File: config.mk
export PLATFORM = sky130hd
export DESIGN_NAME = scp_top
export DESIGN_NICKNAME = d
export VERILOG_FILES = /design/src/scp_top.v /design/src/scp_postdiv.v
export VERILOG_INCLUDE_DIRS = /design/src /design/src/src
export SDC_FILE = /design/constraint.sdc
export NUM_CORES = 1
export LEC_CHECK = 0
export ABC_AREA = 1
export BUFFER_PORTS_ARGS = -buffer_cell sky130_fd_sc_hd__buf_2
export CAP_MARGIN = 20
export CORE_UTILIZATION = 59
export DETAILED_ROUTE_END_ITERATION = 10
export PLACE_DENSITY = 0.87
export SYNTH_ARGS = -nofsm -noshare
export SYNTH_HDL_FRONTEND = slang
export SYNTH_SLANG_ARGS = --single-unit
File: constraint.sdc
create_clock -name pclk -period 5 [get_ports pclk]
set_input_delay 1 -clock pclk [delete_from_list [all_inputs] [get_ports pclk]]
set_output_delay 1 -clock pclk [all_outputs]
set_load 0.02 [all_outputs]
File: src/scp_consts.vh
// Constants for the system clock prescaler and PLL control block
`ifndef SCP_CONSTS_VH
`define SCP_CONSTS_VH

// ----------------------------------------------------------------------------
// Register indices and byte addresses
// ----------------------------------------------------------------------------
`define SCP_IDX_FREQ_CTL    8'h32
`define SCP_ADDR_FREQ_CTL   12'h0C8
`define SCP_ADDR_CLKPRE     12'h000
`define SCP_ADDR_PLLCS      12'h004

// ----------------------------------------------------------------------------
// Field positions
// ----------------------------------------------------------------------------
`define SCP_UNLOCK_BIT      7
`define SCP_REFHALVE_BIT    4
`define SCP_RUN_BIT         1
`define SCP_LOCK_BIT        0
`define SCP_REFSEL_BIT      7
`define SCP_USBHALVE_BIT    6
`define SCP_TMR_HI          5
`define SCP_TMR_LO          4

// ----------------------------------------------------------------------------
// Reset values and timing
// ----------------------------------------------------------------------------
`define SCP_FREQ_CTL_RST    8'h04
`define SCP_DIV_RST_FUSE    4'h3
`define SCP_DIV_RST_PLAIN   4'h0
`define SCP_DIV_MAX         4'h8
`define SCP_UNLOCK_CYCLES   3'h4
`define SCP_LOCK_TIME_US    2000
`define SCP_CLK_MHZ         250

`endif

File: src/scp_top.v
// APB clock control: system clock prescaler and PLL control registers
// Function
// (RULE1) Unlock sets only on lone-bit write
// (RULE2) Unlock clears after four cycles or divide write
// (RULE3) Rewriting unlock neither restarts nor clears
// (RULE4) Divide field accepted only while unlocked
// (RULE5) Codes 0..8 divide by powers of two
// (RULE6) Reset divide from fuse: 0000 or 0011
// (RULE7) Any divide value writable after reset
// (RULE8) Software keeps system clock under maximum
// (RULE9) Software sets reference halve before enabling
// (RULE10) Setting run bit starts the PLL
// (RULE11) RC oscillator on when run and RC-source
// (RULE12) Software clears run before power-down
// (RULE13) Lock flag after lock time; run clear clears
// (RULE14) Reference source: prescaled primary or RC
// (RULE15) USB clock undivided or halved
// (RULE16) Timer postdivider: off, 1, 1.5, 2
// (RULE17) Divide by 1.5 keeps average exact
// (RULE18) Frequency field selects 40..96 MHz codes
// (RULE19) Reserved status bits read zero
// (RULE20) Software recommended 96 MHz setup
// (RULE21) Divide changes glitch-free, no faster step
// (RULE22) Software two-step unlock within four cycles
// (RULE23) Locked divide write keeps current setting
`timescale 1ns/10ps
`default_nettype none
`include "scp_consts.vh"
module scp_top #(
    parameter LOCK_CYCLES = `SCP_LOCK_TIME_US * `SCP_CLK_MHZ
) (
    // APB slave
    input  wire        pclk,
    input  wire        presetn,
    input  wire        psel,
    input  wire        penable,
    input  wire        pwrite,
    input  wire [11:0] paddr,
    input  wire [31:0] pwdata,
    output reg  [31:0] prdata_ff,
    output reg         pready_ff,
    output reg         pslverr_ff,
    // Fuse and clock controls
    input  wire        divide_by_eight_fuse,
    output reg         sysclk_en_ff,
    output reg  [3:0]  sysclk_div_ff,
    output reg         pll_run_ff,
    output reg         rc_osc_on_ff,
    output reg         pll_ref_halve_ff,
    output reg         pll_ref_source_sel_ff,
    output reg         pll_locked_flag_ff,
    output reg  [3:0]  vco_frequency_sel_ff,
    output reg         usb_clock_halve_ff,
    output reg         timer_clk_en_ff
);
    // ------------------------------------------------------------------------
    // Registers
    // ------------------------------------------------------------------------
    reg  [3:0]  div_ff;
    reg         unlock_ff;
    reg  [2:0]  unlock_cnt_ff;
    reg         fuse_load_ff;
    reg  [7:0]  freq_ctl_ff;
    reg         ref_halve_ff;
    reg         run_ff;
    reg  [31:0] lock_cnt_ff;
    reg         locked_ff;
    reg  [8:0]  pre_cnt_ff;
    reg  [3:0]  eff_div_ff;
    reg  [3:0]  pend_div_ff;
    reg  [31:0] nxt_prdata;
    reg         nxt_slverr;
    wire        wr_acc;
    wire        rd_acc;
    wire        tmr_tick;
    wire [8:0]  eff_mask;

    // Power-of-two mask for a divide code; reserved codes clamp to 256
    function [8:0] scp_mask;
        input [3:0] code;
        begin
            if (code > `SCP_DIV_MAX)
                scp_mask = 9'h0FF;
            else
                scp_mask = (9'h001 << code) - 9'h001;              // RULE5
        end
    endfunction

    assign wr_acc   = psel & penable & pwrite & ~pready_ff;
    assign rd_acc   = psel & penable & ~pwrite & ~pready_ff;
    assign eff_mask = scp_mask(eff_div_ff);

    // ------------------------------------------------------------------------
    // APB answer: one wait state, ready pulses one cycle
    // ------------------------------------------------------------------------
    always @* begin
        nxt_prdata = 32'h00000000;
        nxt_slverr = 1'b0;
        if (paddr == `SCP_ADDR_CLKPRE) begin
            nxt_prdata = {24'h000000, unlock_ff, 3'h0, div_ff};
        end else if (paddr == `SCP_ADDR_PLLCS) begin
            nxt_prdata = {27'h0000000, ref_halve_ff, 2'h0,         // RULE19
                          run_ff, locked_ff};
        end else if (paddr == `SCP_ADDR_FREQ_CTL) begin
            nxt_prdata = {24'h000000, freq_ctl_ff};
        end else begin
            nxt_slverr = 1'b1;
        end
    end

    always @(posedge pclk or negedge presetn) begin
        if (!presetn) begin
            pready_ff  <= 1'b0;
            prdata_ff  <= 32'h00000000;
            pslverr_ff <= 1'b0;
        end else begin
            pready_ff  <= psel & penable & ~pready_ff;
            pslverr_ff <= psel & penable & ~pready_ff & nxt_slverr;
            prdata_ff  <= rd_acc ? nxt_prdata : 32'h00000000;
        end
    end

    // ------------------------------------------------------------------------
    // Prescaler control and unlock window
    // ------------------------------------------------------------------------
    // Fuse is sampled by the first clock after release, never under reset
    always @(posedge pclk or negedge presetn) begin
        if (!presetn) begin
            fuse_load_ff  <= 1'b1;
            div_ff        <= `SCP_DIV_RST_PLAIN;
            unlock_ff     <= 1'b0;
            unlock_cnt_ff <= 3'h0;
        end else begin
            fuse_load_ff <= 1'b0;
            if (fuse_load_ff) begin
                div_ff <= divide_by_eight_fuse ? `SCP_DIV_RST_FUSE  // RULE6
                                               : `SCP_DIV_RST_PLAIN;
            end
            if (wr_acc && paddr == `SCP_ADDR_CLKPRE && !fuse_load_ff) begin
                if (pwdata[7:0] == 8'h80) begin
                    if (!unlock_ff) begin                          // RULE3
                        unlock_ff     <= 1'b1;                     // RULE1
                        unlock_cnt_ff <= `SCP_UNLOCK_CYCLES;
                    end else begin
                        unlock_cnt_ff <= unlock_cnt_ff - 3'h1;
                        if (unlock_cnt_ff == 3'h1)
                            unlock_ff <= 1'b0;
                    end
                end else if (unlock_ff && !pwdata[`SCP_UNLOCK_BIT]) begin
                    div_ff        <= pwdata[3:0];                  // RULE4 RULE7
                    unlock_ff     <= 1'b0;                         // RULE2
                    unlock_cnt_ff <= 3'h0;
                end else if (unlock_ff) begin
                    unlock_cnt_ff <= unlock_cnt_ff - 3'h1;         // RULE23
                    if (unlock_cnt_ff == 3'h1)
                        unlock_ff <= 1'b0;
                end
            end else if (unlock_ff) begin
                unlock_cnt_ff <= unlock_cnt_ff - 3'h1;             // RULE2
                if (unlock_cnt_ff == 3'h1)
                    unlock_ff <= 1'b0;
            end
        end
    end

    // ------------------------------------------------------------------------
    // Glitch-free system clock enable
    // ------------------------------------------------------------------------
    // New ratio is taken only at a period boundary, so no short period appears
    always @(posedge pclk or negedge presetn) begin
        if (!presetn) begin
            pre_cnt_ff   <= 9'h000;
            eff_div_ff   <= `SCP_DIV_RST_PLAIN;
            pend_div_ff  <= `SCP_DIV_RST_PLAIN;
            sysclk_en_ff <= 1'b0;
        end else begin
            pend_div_ff <= div_ff;
            if ((pre_cnt_ff & eff_mask) == eff_mask) begin
                pre_cnt_ff   <= 9'h000;
                eff_div_ff   <= pend_div_ff;                       // RULE21
                sysclk_en_ff <= 1'b1;
            end else begin
                pre_cnt_ff   <= pre_cnt_ff + 9'h001;
                sysclk_en_ff <= 1'b0;
            end
        end
    end

    // ------------------------------------------------------------------------
    // PLL control, frequency register and lock timer
    // ------------------------------------------------------------------------
    always @(posedge pclk or negedge presetn) begin
        if (!presetn) begin
            freq_ctl_ff  <= `SCP_FREQ_CTL_RST;
            ref_halve_ff <= 1'b0;
            run_ff       <= 1'b0;
        end else if (wr_acc && paddr == `SCP_ADDR_PLLCS) begin
            ref_halve_ff <= pwdata[`SCP_REFHALVE_BIT];
            run_ff       <= pwdata[`SCP_RUN_BIT];                  // RULE10
        end else if (wr_acc && paddr == `SCP_ADDR_FREQ_CTL) begin
            freq_ctl_ff  <= pwdata[7:0];                           // RULE18
        end
    end

    // Lock timer models the loop settling; time is a parameter for simulation
    always @(posedge pclk or negedge presetn) begin
        if (!presetn) begin
            lock_cnt_ff <= 32'h00000000;
            locked_ff   <= 1'b0;
        end else if (!run_ff) begin
            lock_cnt_ff <= 32'h00000000;
            locked_ff   <= 1'b0;                                   // RULE13
        end else if (lock_cnt_ff >= LOCK_CYCLES - 1) begin
            locked_ff   <= 1'b1;                                   // RULE13
        end else begin
            lock_cnt_ff <= lock_cnt_ff + 32'h00000001;
        end
    end

    // Timer clock enable from the postdivider
    scp_postdiv u_postdiv (
        .pclk    (pclk),
        .presetn (presetn),
        .mode    (freq_ctl_ff[`SCP_TMR_HI:`SCP_TMR_LO]),
        .tick_ff (tmr_tick)
    );

    // Registered copies drive the clock control outputs other than sysclk_en_ff
    always @(posedge pclk or negedge presetn) begin
        if (!presetn) begin
            sysclk_div_ff         <= 4'h0;
            pll_run_ff            <= 1'b0;
            rc_osc_on_ff          <= 1'b0;
            pll_ref_halve_ff      <= 1'b0;
            pll_ref_source_sel_ff <= 1'b0;
            pll_locked_flag_ff    <= 1'b0;
            vco_frequency_sel_ff  <= 4'h4;
            usb_clock_halve_ff    <= 1'b0;
            timer_clk_en_ff       <= 1'b0;
        end else begin
            sysclk_div_ff         <= eff_div_ff;
            pll_run_ff            <= run_ff;
            rc_osc_on_ff          <= run_ff & freq_ctl_ff[`SCP_REFSEL_BIT]; // RULE11
            pll_ref_halve_ff      <= ref_halve_ff;
            pll_ref_source_sel_ff <= freq_ctl_ff[`SCP_REFSEL_BIT]; // RULE14
            pll_locked_flag_ff    <= locked_ff;
            vco_frequency_sel_ff  <= freq_ctl_ff[3:0];
            usb_clock_halve_ff    <= freq_ctl_ff[`SCP_USBHALVE_BIT]; // RULE15
            timer_clk_en_ff       <= tmr_tick;                     // RULE16
        end
    end
endmodule // scp_top
`default_nettype wire

File: src/scp_postdiv.v
// Timer clock postdivider: off, /1, /1.5, /2 enables on pclk
`timescale 1ns/10ps
`default_nettype none
module scp_postdiv (
    // Clock and reset
    input  wire       pclk,
    input  wire       presetn,
    // Control
    input  wire [1:0] mode,
    // Output
    output reg        tick_ff
);
    reg  [1:0] phase_ff;
    reg  [1:0] nxt_phase;
    reg        nxt_tick;

    // Enable pattern; /1.5 gives two ticks per three cycles, so average is exact
    always @* begin
        nxt_phase = 2'h0;
        nxt_tick  = 1'b0;
        case (mode)
            2'h1: nxt_tick = 1'b1;                                 // RULE16
            2'h2: begin                                            // RULE17
                nxt_phase = (phase_ff == 2'h2) ? 2'h0 : phase_ff + 2'h1;
                nxt_tick  = (phase_ff != 2'h2);
            end
            2'h3: begin
                nxt_phase = {1'b0, ~phase_ff[0]};
                nxt_tick  = phase_ff[0];
            end
            default: nxt_tick = 1'b0;                              // RULE16
        endcase
    end

    always @(posedge pclk or negedge presetn) begin
        if (!presetn) begin
            phase_ff <= 2'h0;
            tick_ff  <= 1'b0;
        end else begin
            phase_ff <= nxt_phase;
            tick_ff  <= nxt_tick;
        end
    end
endmodule // scp_postdiv
`default_nettype wire

==> impl_metrics.json <==
{
  "status": "complete, no violations",
  "die_w_um": 93.0,
  "syn_area_per_cell_um2": 8.33,
  "routed_wl_mm": 9.75,
  "clk_pin_slew_ns": 0.09,
  "startpoint": "lock_cnt_ff[0]$_DFFE_PN0P_",
  "grtUsageTotal": 0.249,
  "holdPathStages": 0,
  "synth_edf_count": 0,
  "crit_fanout": 21,
  "grt_pass1_vias": 3815,
  "grt_max_degree": 57,
  "synth.yosys.warnings": 0,
  "cp.arrival_ns": 2.82,
  "via_per_inst": 5.38,
  "worstReg2RegStart": "lock_cnt_ff[0]$_DFFE_PN0P_",
  "cts_buffers": 9,
  "synthToLayoutAreaGrowth_pct": 8.74,
  "synth-simple-area-share": 0.276,
  "detail-route-antenna-nets": 0,
  "yosysTopAreaCell": "dfrtp_1",
  "slew_viol_final": 0,
  "drc": 0,
  "powerDensity_nw_per_um2": 331,
  "worstHoldStart": "u_postdiv.tick_ff$_DFF_PN0_",
  "ys_async_sr_fraction": 1.00,
  "cts_root_buffer": "clkbuf_8",
  "hold_buffers": 0,
  "diodes": 0,
  "synth-xor-area-share": 0.0341,
  "cts_resized": 0,
  "routedWlPerCell_um": 13.1,
  "yosysUniqueCellTypes": 34,
  "clock-sinks": 98,
  "worst_ep_required_time_ns": 5.25,
  "num-fill-cells": 623,
  "vdd_drop_max_mv": 0.155,
  "layout_commonest_cell": "nand2_1",
  "ys_top_cells_by_area": "dfrtp_1 49%, nand2_1 11%, inv_1 5.5%, nand3_1 4.5%, nor2_1 4.5%",
  "die_y_um": 93.0,
  "endpoint_kind": "flip-flop",
  "tns_ns": 0,
  "maxCapViolations": 0,
  "row_count": 32,
  "ys_seq_area_frac": 0.503,
  "crit_path_start_kind": "flip-flop",
  "swShare": 0.326,
  "final_nets": 693,
  "synth_top_cell_area_share": 0.487,
  "hold_path.class": "reg -> reg",
  "fin_crit_ns": 2.57,
  "power_mw": 1.76,
  "internal-power_mw": 1.19,
  "grt_setup_unrepaired": "no",
  "min_to": "timer_clk_en_ff$_DFF_PN0_",
  "place.gp.congestion": 0.925,
  "ys_ff_latch": 98,
  "syn_inst": 586,
  "combPwrFrac": 0.211,
  "leakage_nw": 2.84,
  "grt_pass1_wl_mm": 16.9,
  "synth_mux_area_frac": 0,
  "clkPwrFrac": 0.290,
  "via_count": 4004,
  "cts_buffer_depth": 2,
  "dieArea_um2": 8640,
  "core_um2": 7850,
  "netlist_area_um2": 4880,
  "relSlewSlack": 0.389,
  "rr_endpoint": "lock_cnt_ff[17]$_DFFE_PN0P_",
  "skew_ns": 0.00853,
  "insertion_delay_ns": 0.36,
  "start_util": 0.622,
  "drt-pass1-iter-count": 4,
  "drive_gt1_frac": 0.150,
  "ios": 100,
  "fmax_mhz": 388,
  "ff2ff_path_depth": 12,
  "cts_tree": "built",
  "port_buffers": 51,
  "final_hold_viol_count": 0,
  "postCtsSetupRepairBufs": 0,
  "setup_viol": 0,
  "synth-main-ff-cell": "dfrtp_1",
  "grt_overflow": 0,
  "synth_compound_area_frac": 0.0605,
  "final_cell_mix": "146 x nand2_1, 95 x dfrtp_1, 72 x inv_1",
  "htreeDepth": 3,
  "critical_path_class": "reg -> reg",
  "fin_crit_sh": 0.515,
  "place_hpwl_mm": 6.92,
  "synth_top_family_by_area": "simple AND/OR/NAND/NOR gates",
  "seq_power_share": 0.499,
  "synth_adder_area_share": 0.0154,
  "worst_slew_pin_slew_ns": 0.913,
  "p_sw_mw": 0.574,
  "regToRegSetupSlack_ns": 2.43,
  "drt_iter0_markers": 295,
  "antenna_found_initial": 0
}
## critical path, cell delays in order, from the launching register on
cell and delay (ns):
dfrtp_1 0.41, ha_1 0.27, inv_1 0.09, nor2_2 0.20
nand2_1 0.07, nand2_1 0.07, nand2_1 0.05, nand2_1 0.06
nand2_1 0.30, nand2_2 0.45, nand2_1 0.27, nand2_1 0.12
nand2_1 0.07
## kinds of logic (layout without fill, tap and decap cells)
kind of cell,count (synthesis),count (layout)
and+or+nand+nor,301,301
buffers and inverters,111,143
DFF,98,98
AOI/OAI and AO/OA,50,50
xor gates and xnor gates,19,19
adders and majority gates,6,6
other,1,25
## synthesized netlist by cell type, drive strengths merged, types with 13 or more instances
master / count
nand3: 44
a21oi: 14
buf: 33
dfrtp: 95
nand2: 153
nor2: 64
inv: 74
nor3: 13
nand4: 21
o21ai: 30
xor2: 13
## sequential cells by signal (all words and copies together), names as in the netlist, 2 cells and up
signal / cells
sysclk_div_ff: 4
unlock_cnt_ff: 3
pre_cnt_ff: 9
div_ff: 4
lock_cnt_ff: 32
eff_div_ff: 4
u_postdiv.phase_ff: 2
vco_frequency_sel_ff: 4
freq_ctl_ff: 8
prdata_ff: 8
pend_div_ff: 4
## routing by layer
layer	wire, um	GRT usage	vias up
met2	4820	0.419	144
met5	0	0	-
met4	209	0.108	0
met3	479	0.0304	20
met1	4240	0.324	1928
li1	-	-	1912
## how the worst max path moves through the flow
stage / cells after the start / end / slack [ns]
floorplan: 7 / freq_ctl_ff[7]$_DFFE_PN0P_ / 2.85
global placement: 7 / freq_ctl_ff[3]$_DFFE_PN0P_ / 2.48
detailed placement: 7 / freq_ctl_ff[5]$_DFFE_PN0P_ / 2.42
CTS: 12 / lock_cnt_ff[17]$_DFFE_PN0P_ / 2.45
global route: 7 / lock_cnt_ff[17]$_DFFE_PN0P_ / 2.13
finish: 12 / lock_cnt_ff[17]$_DFFE_PN0P_ / 2.43
## final cells by class
cell class                      count  area (um2)  area share
Multi-Input combinational cell    401        1980       0.372
Clock buffer                       11         131      0.0247
Inverter                           74         280      0.0528
Timing Repair Buffer               53         273      0.0514
Sequential cell                    98        2460       0.463
Clock inverter                      5        63.8      0.0120
Tap cell                          102         128      0.0240
## metrics by stage
step / utilization / hold slack [ns] / worst slack (ns) / instances / area, um2
after floorplan: - / 0.331 / 2.85 / 610 / 4970
after global placement: 0.652 / 0.335 / 2.48 / 728 / 5110
after detailed placement: 0.652 / 0.348 / 2.42 / 728 / 5110
after CTS: 0.676 / 0.369 / 2.45 / 744 / 5310
after global routing: 0.676 / 0.381 / 2.13 / 744 / 5310
final: 0.676 / 0.369 / 2.43 / 744 / 5310
## power groups by stage
stage	clock network (mW)	registers (mW)	logic (mW)
after floorplan	0	0.890	0.281
after global placement	0	0.889	0.341
after detailed placement	0	0.890	0.360
after CTS	0.520	0.877	0.370
after global routing	0.547	0.884	0.416
final	0.510	0.878	0.371
Power figures use the tool's default switching activity.
